[config.mk]
export PLATFORM = sky130hd
export DESIGN_NAME = bit_flag_branch_exec
export DESIGN_NICKNAME = d
export VERILOG_FILES = /design/src/design/shift_flag_unit.v /design/src/design/bit_flag_branch_exec.v
export VERILOG_INCLUDE_DIRS = /design/src /design/src/inc
export SDC_FILE = /design/constraint.sdc
export NUM_CORES = 2
export LEC_CHECK = 0
export BUFFER_PORTS_ARGS = -buffer_cell sky130_fd_sc_hd__buf_2
export CAP_MARGIN = 10
export CORE_MARGIN = 8
export CORE_UTILIZATION = 58
export CTS_CLUSTER_DIAMETER = 60
export CTS_CLUSTER_SIZE = 25
export DETAILED_ROUTE_END_ITERATION = 10
export PLACE_DENSITY = 0.77
export SLEW_MARGIN = 20
export SYNTH_ARGS = -nofsm -noshare
export SYNTH_HDL_FRONTEND = slang
export SYNTH_SLANG_ARGS = --single-unit
export TNS_END_PERCENT = 30
[constraint.sdc]
create_clock -name clk -period 2.94 [get_ports clk]
set_input_delay 0.294 -clock clk [delete_from_list [all_inputs] [get_ports clk]]
set_output_delay 0.294 -clock clk [all_outputs]
set_load 0.05 [all_outputs]
[src/inc/bit_flag_branch_exec_defs.vh]
// constants shared by the bit, flag and branch execution unit
`ifndef BIT_FLAG_BRANCH_EXEC_DEFS_VH
`define BIT_FLAG_BRANCH_EXEC_DEFS_VH

// ==========================================================
// instruction word layout
`define INSTR_W          16
`define OP_MSB           15
`define OP_LSB           11
`define BIT_MSB          10
`define BIT_LSB          8
`define OPND_MSB         7
`define OPND_LSB         0
`define REG_IDX_W        5
`define IO_IDX_W         6
`define NUM_GPR          32
`define NUM_IO           64

// ==========================================================
// opcodes
`define OP_W             5
`define OP_NOP           5'h00
`define OP_BR_T_CLR      5'h01
`define OP_BR_V_SET      5'h02
`define OP_BR_V_CLR      5'h03
`define OP_BR_I_ON       5'h04
`define OP_BR_I_OFF      5'h05
`define OP_IO_SET        5'h06
`define OP_IO_CLR        5'h07
`define OP_SHL           5'h08
`define OP_SHR           5'h09
`define OP_ROL           5'h0A
`define OP_ROR           5'h0B
`define OP_ASR           5'h0C
`define OP_COPY_TO_T     5'h0D
`define OP_LOAD_FROM_T   5'h0E
`define OP_FLAG_SET      5'h0F
`define OP_FLAG_CLR      5'h10

// ==========================================================
// condition flag positions
`define FLG_C            0
`define FLG_Z            1
`define FLG_N            2
`define FLG_V            3
`define FLG_S            4
`define FLG_H            5
`define FLG_T            6
`define FLG_I            7

// ==========================================================
// reset values
`define FLAGS_RST        8'h00
`define DATA_RST         8'h00
`define PC_RST           16'h0000

`endif

[src/design/shift_flag_unit.v]
// shift and rotate datapath with its flag results
`timescale 1ns/100ps
`default_nettype none
`include "bit_flag_branch_exec_defs.vh"

module shift_flag_unit (
   input  wire [`OP_W-1:0] op,
   input  wire [7:0]       din,
   input  wire             carry_in,
   output reg  [7:0]       dout,
   output reg              flag_z,
   output reg              flag_c,
   output reg              flag_n,
   output reg              flag_v
);

   always @* begin
      dout   = din;
      flag_c = 1'b0;
      case (op)
         `OP_SHL: begin
            dout   = {din[6:0], 1'b0};     // [RL6]
            flag_c = din[7];
         end
         `OP_SHR: begin
            dout   = {1'b0, din[7:1]};     // [RL7]
            flag_c = din[0];
         end
         `OP_ROL: begin
            dout   = {din[6:0], carry_in}; // [RL8]
            flag_c = din[7];
         end
         `OP_ROR: begin
            dout   = {carry_in, din[7:1]}; // [RL9]
            flag_c = din[0];
         end
         `OP_ASR: begin
            dout   = {din[7], din[7:1]};   // [RL10]
            flag_c = din[0];
         end
         default: begin
            dout   = din;
            flag_c = carry_in;
         end
      endcase
      flag_z = (dout == 8'h00);
      flag_n = dout[7];
      // overflow reported as n xor c after the shift
      flag_v = dout[7] ^ flag_c;
   end

endmodule
`default_nettype wire

[src/design/bit_flag_branch_exec.v]
// execution unit for flag branches, i/o bit ops, shifts and flag ops
//
// What this block does
// [RL1] Branch on transfer clear jumps to pc plus offset plus one when t is 0, one cycle untaken, two taken, no flag change.
// [RL2] Overflow branches jump to pc plus offset plus one on v set or clear, one or two cycles, no flag change.
// [RL3] Interrupt branches jump to pc plus offset plus one on i set or clear, one or two cycles, no flag change.
// [RL4] The i/o bit set writes one to the chosen i/o bit, keeps the rest, takes two cycles and keeps flags.
// [RL5] The i/o bit clear writes zero to the chosen i/o bit, keeps the rest, takes two cycles and keeps flags.
// [RL6] Logical left shift moves bits up, puts zero in bit 0 and updates z, c, n, v in one cycle.
// [RL7] Logical right shift moves bits down, puts zero in bit 7 and updates z, c, n, v in one cycle.
// [RL8] Rotate left moves old carry into bit 0 and old bit 7 into carry, updating z, c, n, v in one cycle.
// [RL9] Rotate right moves old carry into bit 7 and old bit 0 into carry, updating z, c, n, v in one cycle.
// [RL10] Arithmetic right shift moves bits down keeping bit 7, updating z, c, n, v in one cycle.
// [RL11] Copy bit to flag puts the chosen register bit into t in one cycle, touching no other flag.
// [RL12] Load bit from flag writes t into the chosen register bit in one cycle, touching nothing else.
// [RL13] Each flag set instruction sets exactly one flag to one in one cycle.
// [RL14] Each flag clear instruction clears exactly one flag to zero in one cycle.
`timescale 1ns/100ps
`default_nettype none
`include "bit_flag_branch_exec_defs.vh"

module bit_flag_branch_exec #(
   parameter PC_W = 16
) (
   input  wire                  clk,
   input  wire                  resetn,
   input  wire                  ce,
   input  wire                  instr_valid,
   input  wire [`INSTR_W-1:0]   instr_word,
   input  wire [`REG_IDX_W-1:0] reg_rd_addr,
   input  wire [`IO_IDX_W-1:0]  io_rd_addr,
   output reg                   instr_ready_q,
   output reg  [PC_W-1:0]       pc_q,
   output reg  [7:0]            flags_q,
   output reg  [7:0]            reg_rd_data_q,
   output reg  [7:0]            io_rd_data_q
);

   // ==========================================================
   // state and storage
   localparam [1:0] ST_RUN = 2'b01;
   localparam [1:0] ST_FIN = 2'b10;

   reg [1:0]            state_q;
   reg [1:0]            state_d;
   reg [7:0]            gpr_q [0:`NUM_GPR-1];
   reg [7:0]            io_q  [0:`NUM_IO-1];
   reg [`OP_W-1:0]      hold_op_q;
   reg [2:0]            hold_bit_q;
   reg [`IO_IDX_W-1:0]  hold_io_q;
   reg [7:0]            rmw_q;
   reg [PC_W-1:0]       target_q;
   integer              i;

   // one-hot mask of a bit position
   function [7:0] bit_mask;
      input [2:0] b;
      begin
         bit_mask = 8'h01 << b;
      end
   endfunction

   // value with one bit forced to the given level
   function [7:0] bit_write;
      input [7:0] val;
      input [2:0] b;
      input       lvl;
      begin
         if (lvl)
            bit_write = val | bit_mask(b);
         else
            bit_write = val & ~bit_mask(b);
      end
   endfunction

   // ==========================================================
   // decode
   wire [`OP_W-1:0]      op     = instr_word[`OP_MSB:`OP_LSB];
   wire [2:0]            bsel   = instr_word[`BIT_MSB:`BIT_LSB];
   wire [7:0]            opnd   = instr_word[`OPND_MSB:`OPND_LSB];
   wire [`REG_IDX_W-1:0] ridx   = opnd[`REG_IDX_W-1:0];
   wire [`IO_IDX_W-1:0]  iidx   = opnd[`IO_IDX_W-1:0];
   wire [7:0]            rval   = gpr_q[ridx];
   wire [7:0]            mask   = bit_mask(bsel);
   wire                  accept = ce & instr_valid & instr_ready_q &
                                  (state_q == ST_RUN);

   // branch offset counts from the word after the branch
   wire [PC_W-1:0] pc_next   = pc_q + {{(PC_W-1){1'b0}}, 1'b1};
   wire [PC_W-1:0] br_target = pc_next + {{(PC_W-8){opnd[7]}}, opnd};

   reg br_op;
   reg br_cond;
   always @* begin
      br_op   = 1'b1;
      br_cond = 1'b0;
      case (op)
         `OP_BR_T_CLR: br_cond = ~flags_q[`FLG_T]; // [RL1]
         `OP_BR_V_SET: br_cond =  flags_q[`FLG_V]; // [RL2]
         `OP_BR_V_CLR: br_cond = ~flags_q[`FLG_V]; // [RL2]
         `OP_BR_I_ON:  br_cond =  flags_q[`FLG_I]; // [RL3]
         `OP_BR_I_OFF: br_cond = ~flags_q[`FLG_I]; // [RL3]
         default:      br_op   = 1'b0;
      endcase
   end

   // unknown opcodes fall through as one-cycle no-ops
   wire is_io   = (op == `OP_IO_SET) | (op == `OP_IO_CLR);
   wire two_cyc = (br_op & br_cond) | is_io;

   // ==========================================================
   // shift datapath
   // purely combinational; its result lands on the take edge
   wire [7:0] sh_dout;
   wire       sh_z;
   wire       sh_c;
   wire       sh_n;
   wire       sh_v;
   wire       is_shift = (op == `OP_SHL) | (op == `OP_SHR) |
                         (op == `OP_ROL) | (op == `OP_ROR) |
                         (op == `OP_ASR);

   shift_flag_unit u_shift (
      .op       (op),
      .din      (rval),
      .carry_in (flags_q[`FLG_C]),
      .dout     (sh_dout),
      .flag_z   (sh_z),
      .flag_c   (sh_c),
      .flag_n   (sh_n),
      .flag_v   (sh_v)
   );

   // ==========================================================
   // flag update, one bit at a time
   // flags move only on the take edge; the second cycle of a
   // two-cycle op leaves them alone
   wire       set_op   = (op == `OP_FLAG_SET);
   wire       clr_op   = (op == `OP_FLAG_CLR);
   wire       copy_op  = (op == `OP_COPY_TO_T);
   wire [7:0] sh_flags = {flags_q[7:4], sh_v, sh_n, sh_z, sh_c};
   wire [7:0] flags_d;
   genvar     g;

   // set and clear name their flag with the same select field as bit ops
   generate
      for (g = 0; g < 8; g = g + 1) begin : g_flag
         assign flags_d[g] =
            (set_op & mask[g])       ? 1'b1        : // [RL13]
            (clr_op & mask[g])       ? 1'b0        : // [RL14]
            (copy_op && g == `FLG_T) ? rval[bsel]  : // [RL11]
            is_shift                 ? sh_flags[g] : // [RL6]
            flags_q[g];
      end
   endgenerate

   // ==========================================================
   // sequencing
   // st_fin is the extra cycle of taken branches and i/o writes
   always @* begin
      state_d = state_q;
      case (state_q)
         ST_RUN:  if (accept && two_cyc) state_d = ST_FIN;
         ST_FIN:  if (ce) state_d = ST_RUN;
         default: state_d = ST_RUN;
      endcase
   end

   always @(posedge clk or negedge resetn) begin
      if (!resetn) begin
         state_q       <= ST_RUN;
         instr_ready_q <= 1'b0;
         pc_q          <= `PC_RST;
         flags_q       <= `FLAGS_RST;
         reg_rd_data_q <= `DATA_RST;
         io_rd_data_q  <= `DATA_RST;
         hold_op_q     <= `OP_NOP;
         hold_bit_q    <= 3'h0;
         hold_io_q     <= {`IO_IDX_W{1'b0}};
         rmw_q         <= `DATA_RST;
         target_q      <= `PC_RST;
         for (i = 0; i < `NUM_GPR; i = i + 1)
            gpr_q[i] <= `DATA_RST;
         for (i = 0; i < `NUM_IO; i = i + 1)
            io_q[i] <= `DATA_RST;
      end else if (ce) begin
         state_q       <= state_d;
         // read ports show contents before this edge's write
         reg_rd_data_q <= gpr_q[reg_rd_addr];
         io_rd_data_q  <= io_q[io_rd_addr];
         // ready drops for the one extra cycle of two-cycle work
         instr_ready_q <= (state_q == ST_FIN) | ~(accept & two_cyc);
         // i/o write-back uses the value read at take, so a debug read
         // in between still shows the old value
         if (state_q == ST_FIN) begin
            case (hold_op_q)
               `OP_IO_SET: begin
                  io_q[hold_io_q] <= rmw_q | bit_mask(hold_bit_q);   // [RL4]
                  pc_q            <= target_q;
               end
               `OP_IO_CLR: begin
                  io_q[hold_io_q] <= rmw_q & ~bit_mask(hold_bit_q);  // [RL5]
                  pc_q            <= target_q;
               end
               default: pc_q <= target_q; // [RL1] [RL2] [RL3]
            endcase
         end else if (accept) begin
            hold_op_q  <= op;
            hold_bit_q <= bsel;
            hold_io_q  <= iidx;
            rmw_q      <= io_q[iidx];
            target_q   <= (br_op & br_cond) ? br_target : pc_next;
            flags_q    <= flags_d;
            if (!two_cyc)
               pc_q <= pc_next; // [RL1] [RL2] [RL3]
            if (is_shift)
               gpr_q[ridx] <= sh_dout; // [RL6] [RL7] [RL8] [RL9] [RL10]
            else if (op == `OP_LOAD_FROM_T)
               gpr_q[ridx] <= bit_write(rval, bsel, flags_q[`FLG_T]); // [RL12]
         end
      end
   end

endmodule
`default_nettype wire

# After elaboration in Yosys (flattened, before gate mapping)
# Cells that the tools add are included.
# totals
ff_bits	849
input_bits	31
out_inout_bits	41
word_cells	286
# op_classes
add_sub_neg	2
order_cmp	8
eq_ne	22
n_shift	2
muxes	62
n_bitwise	45
n_reduce_logical	31
# op_table
operator	count
512-bit bitwise mux	2
512-bit one-hot mux with 2 select lines	1
256-bit bitwise mux	2
256-bit 2-to-1 mux	2
8-bit 2-to-1 mux	16
8-bit binary-select mux with 6-bit select	2
8-bit binary-select mux with 5-bit select	2
16-bit 2-to-1 mux	4
8-bit demux with 6-bit select	1
8-bit demux with 5-bit select	1
5-bit by 4-bit == test with 1-bit output, second input constant	8
8-bit one-hot mux with 5 select lines	1
4-bit AND reduction	9
5-bit by 3-bit == test with 1-bit output, second input constant	6
1-bit 2-to-1 mux	23
1-bit AND	21
7-bit >= comparator, second input constant	3
6-bit NOT with 7-bit output	3
16-bit by 1-bit adder with 16-bit output, second input constant	1
16-bit adder	1
8-bit AND	2
8-bit NOT	2
8-bit OR	2
1-bit by 3-bit << shifter with 8-bit output, first input constant	2
27 further kinds	55

# Longest topological paths before layout
# depth
depth_word	14
depth_mapped	14
ltp_nobuf	14

# By module
# From an unflattened synthesis, not the netlist that was laid out.
# hier_totals
hier_cells	3892
area_unflattened_um2	44804.2
# by_module_without_submodules
module	instances	cells_each	area_per_inst_um2	seq_area_each_um2
bit_flag_branch_exec	1	3847	44508.9	21246.6
shift_flag_unit	1	45	295.3	0.0

# Least setup slack after synthesis
# OpenSTA, ideal clock, no wires.
# synth_timing
path_type	register -> register
startpoint	reg pc_q[0]
endpoint	reg target_q[15]
setup_ps	95
t_arrival_ps	3312
t_required_ps	2845
setup_slack_ps	-468
path_stages_with_launch	15
path_buffers	0
period_less_slack_ps	3408
path_cell_list	dfrtp_1 > ha_1 > nand3_1 > nor2_1 > and3_1 > nand3_1 > xnor2_1 > ha_1 > a21o_1 > a21oi_1 > nor2b_1 > a311oi_1 > xor2_1 > o21a_1 > o31ai_1
# synth_via
elab_chain_cells	3
# synth_rtl
item	line_no	text
start: declaration	bit_flag_branch_exec.v:33	output reg [PC_W-1:0] pc_q,
start signal: assignment	bit_flag_branch_exec.v:173	pc_q <= `PC_RST;
start signal: assignment	bit_flag_branch_exec.v:199	pc_q <= target_q;
start signal: assignment	bit_flag_branch_exec.v:203	pc_q <= target_q;
16-bit by 1-bit adder with 16-bit output *	bit_flag_branch_exec.v:89	wire [PC_W-1:0] pc_next = pc_q + {{(PC_W-1){1'b0}}, 1'b1};
16-bit adder	bit_flag_branch_exec.v:90	wire [PC_W-1:0] br_target = pc_next + {{(PC_W-8){opnd[7]}}, opnd};
16-bit 2-to-1 mux *	bit_flag_branch_exec.v:212	target_q <= (br_op & br_cond) ? br_target : pc_next;
end signal: assignment	bit_flag_branch_exec.v:181	target_q <= `PC_RST;
end signal: assignment	bit_flag_branch_exec.v:212	
end: declaration	bit_flag_branch_exec.v:52	reg [PC_W-1:0] target_q;
# Every way passes the cells marked *; elsewhere a longest branch is shown, timed or not.
# A chain may end at the register's enable or synchronous reset.

# Worst setup path in the final report
# Same ends and word-level chain as after synthesis.

==> results.yml <==
final_layout:
  multi_input_area_um2: 22720
  syn_to_final_growth_pct: 13.23
  final_cell_mix: "dfrtp_1, nand2_1, o21ai_0"
  seq_area_um2: 21260
  layout_commonest_cell: "dfrtp_1"
  nets: 3965
  design_area_um2: 50940
  drive_gt1_frac: 0.2972
  fillerInstances: 5528
synthesis:
  async_reset_ff_frac: 1.000
  ys_seq_elements: 849
  synth-edff-count: 0
  syn_avg_cell_area_um2: 11.72
  ys_types: 70
  yosys_warnings: 0
  syn_inst: 3839
  syn_area_um2: 44990
  seq_area_frac_synth: 0.4723
  synth_flop_cell: "dfrtp_1"
  synthesis.nets: 3888
placement:
  port-buffer-count: 71
  place.gp.congestion: 0.9773
  place_area_um2: 47900
  dp_hpwl_um: 89150
timing:
  slew_viol_final: 0
  hold_slack_ps: 35.88
  period_share: 1.012
  fin_skew_ps: 46.48
  clock.fmax_mhz: 336.2
  setup_ws_ps: -34.50
  setup_viol: 2
  rsz0062_at_grt: "yes"
  min_period_ps: 2974
  hold_viol: 0
  slew_headroom: 0.4410
  worst_pin_slew_ps: 835.5
setup_path:
  crit_arrival_ps: 3510
  worstRegToRegCells: 15
  r2r-end: "target_q[15]"
  crit_required_ps: 3470
  r2r-start: "pc_q[0]"
  slowest_delay_ps: 420
  crit_start: "pc_q[0]"
  path_class: "register to register"
  cp-end-kind: "register"
  cp_cell_sequence: "ha_4, nand3_4, nor2_4, and3_4, nand3_4, xor2_2, inv_2, ha_4, buf_4, nor2_1, nor2_1, a311oi_2, xor2_1, nor3_2, o31ai_2"
  rrSetupSlack_ps: -30
  cp-start-kind: "register"
  critical_path.max_fanout: 5
  slowest_stage: "dfrtp_2"
global_routing:
  grt_overflow: 0
  grtUsageTotal: 0.3061
  grt_max_degree: 107
  grt_pass1_wl_um: 205900
  grt_pass1_vias: 34370
  antenna_found_initial: 5
outcome:
  status: "finished, violations left"
  violations: "setup timing"
clock_network:
  clockBufferDepth: 3
  htree_levels: 3
  clk_pin_slew_ps: 70
  cts_tree: "yes"
  numCtsBuffers: 67
  cts_sinks: 849
  root_buffer: "clkbuf_16"
  clock_latency_ps: 650
die:
  core_area_um2: 77080
  die_x_um: 294.5
  initial_core_util: 0.5836
  die-height_um: 294.5
  die-area_um2: 86740
  io_pins: 72
  num_rows: 102
hold_path:
  worstHoldEndpoint: "hold_op_q[0]"
  hp-class: "input pin to register"
  hp-start: "instr_word[11]"
  holdPathStages: 3
route:
  drt_iter0_markers: 3980
  num_vias: 34030
  drc: 0
  wl_um: 132900
  viasPerCell: 6.789
  routedWlPerCell_um: 26.52
  ant_nets: 0
  firstDrtPassIters: 6
power:
  ir_drop_v: 0.0004771
  p_per_area_nw_per_um2: 511.2
  power_leakage_nw: 22.00
flow_run:
  cap_violations: 0
-- state kept, by name, summed over array words and instances (netlist names) --
signal and flops:
instr_ready_q 1, state_q 2, rmw_q 8, target_q 16, gpr_q 256, hold_op_q 5
flags_q 8, io_q 512, hold_io_q 6, hold_bit_q 3, reg_rd_data_q 8, io_rd_data_q 8
pc_q 16
-- where the power goes --
part           switching [W]  internal, W  total, W  leakage (nW)
clock network        0.00502      0.00553    0.0106          1.24
registers           0.000235       0.0119    0.0121          11.8
logic                0.00220      0.00120   0.00340          8.98
total                0.00746       0.0186    0.0260          22.0
-- area by class of cell --
| cell class | count | share of cell area |
|---|---|---|
| well taps | 1040 | 0.02554 |
| clock buffers | 74 | 0.03527 |
| diodes | 2 | 0.00009825 |
| clock inverters | 50 | 0.01538 |
| multi-input cells | 2652 | 0.4460 |
| repair buffers | 338 | 0.05981 |
| inverters | 8 | 0.0005895 |
| flip-flops and latches | 849 | 0.4173 |
-- critical path, delay by kind of cell (launching register included) --
| family | cells | cell delay, ps |
|---|---|---|
| adder cells (fa/ha/maj) | 2 | 360 |
| flip-flops | 1 | 420 |
| AO/OA/AOI/OAI | 2 | 510 |
| AND/OR/NAND/NOR | 7 | 840 |
| buffers and inverters | 2 | 230 |
| XOR/XNOR | 2 | 510 |
-- synthesized netlist by cell type (6+ instances only) --
cell	number	area [µm²]
dfrtp_1	848	21220
nand2_1	730	2740
o21ai_0	552	2763
mux4_2	377	8491
mux2_2	244	2748
clkbuf_1	226	848.3
mux2i_1	159	1592
nor2_1	83	311.6
a22oi_1	72	540.5
o22ai_1	67	419.2
o21ai_1	61	305.3
buf_2	50	250.2
a21oi_1	45	225.2
buf_1	18	67.56
nor3_1	18	90.09
ha_1	17	212.7
nand3_1	17	85.08
xor2_1	17	148.9
and2_1	14	87.58
clkbuf_2	14	70.07
nor4_1	14	87.58
buf_6	13	146.4
xnor2_1	12	105.1
nand4_1	11	68.82
and3_1	10	62.56
a41oi_1	9	78.83
buf_4	9	67.56
inv_1	8	30.03
nand3b_1	8	60.06
a21o_1	7	52.55
nor3b_1	7	52.55
nand4bb_1	6	67.56
nor2b_1	6	37.54
o21a_1	6	45.04
-- routing by layer --
layer	track usage	vias to the layer above	wire (µm)
met3	0.08855	499	15350
met1	0.4064	17080	49020
met5	0	-	30
met4	0.1289	6	6758
li1	-	14350	-
met2	0.4739	2092	61770
-- per-stage QoR --
| step | setup WS (ps) | cells | setup TNS [ps] | util | total power, W |
|---|---|---|---|---|---|
| after floorplan | -41.54 | 3839 | -41.54 | - | 0.01412 |
| after global placement | -25.82 | 4864 | -25.82 | 0.6214 | 0.01535 |
| after detailed placement | -98.23 | 4864 | -134.5 | 0.6214 | 0.01543 |
| after CTS | 0.2789 | 4999 | 0 | 0.6571 | 0.02590 |
| after global routing | -141.4 | 5011 | -524.3 | 0.6608 | 0.02676 |
| final | -34.50 | 5013 | -59.16 | 0.6608 | 0.02604 |
-- repair_timing --
action,in CTS,in global routing
setup endpoints to repair,3,8
pin swaps,6,25
buffers inserted,7,12
hold endpoints to repair,53,0
gates resized for setup,13,38
hold buffers,4,0
-- logic make-up after synthesis --
family          synth area share
flops                     0.4723
mux                       0.2852
buf+inv                  0.03290
xor+xnor                0.005646
compound gates            0.1058
fa+ha+maj               0.005173
simple gates             0.09300
-- how the worst max path moves through the flow --
stage | slack [ps] | depth (start not counted) | end
CTS | 0.3 | 13 | target_q[15]
finish | -30 | 15 | target_q[15]
detailed placement | -100 | 11 | target_q[14]
global placement | -30 | 11 | target_q[14]
global route | -140 | 14 | target_q[14]
floorplan | -40 | 14 | target_q[15]
Note: power is estimated with default switching activity, not from simulation.
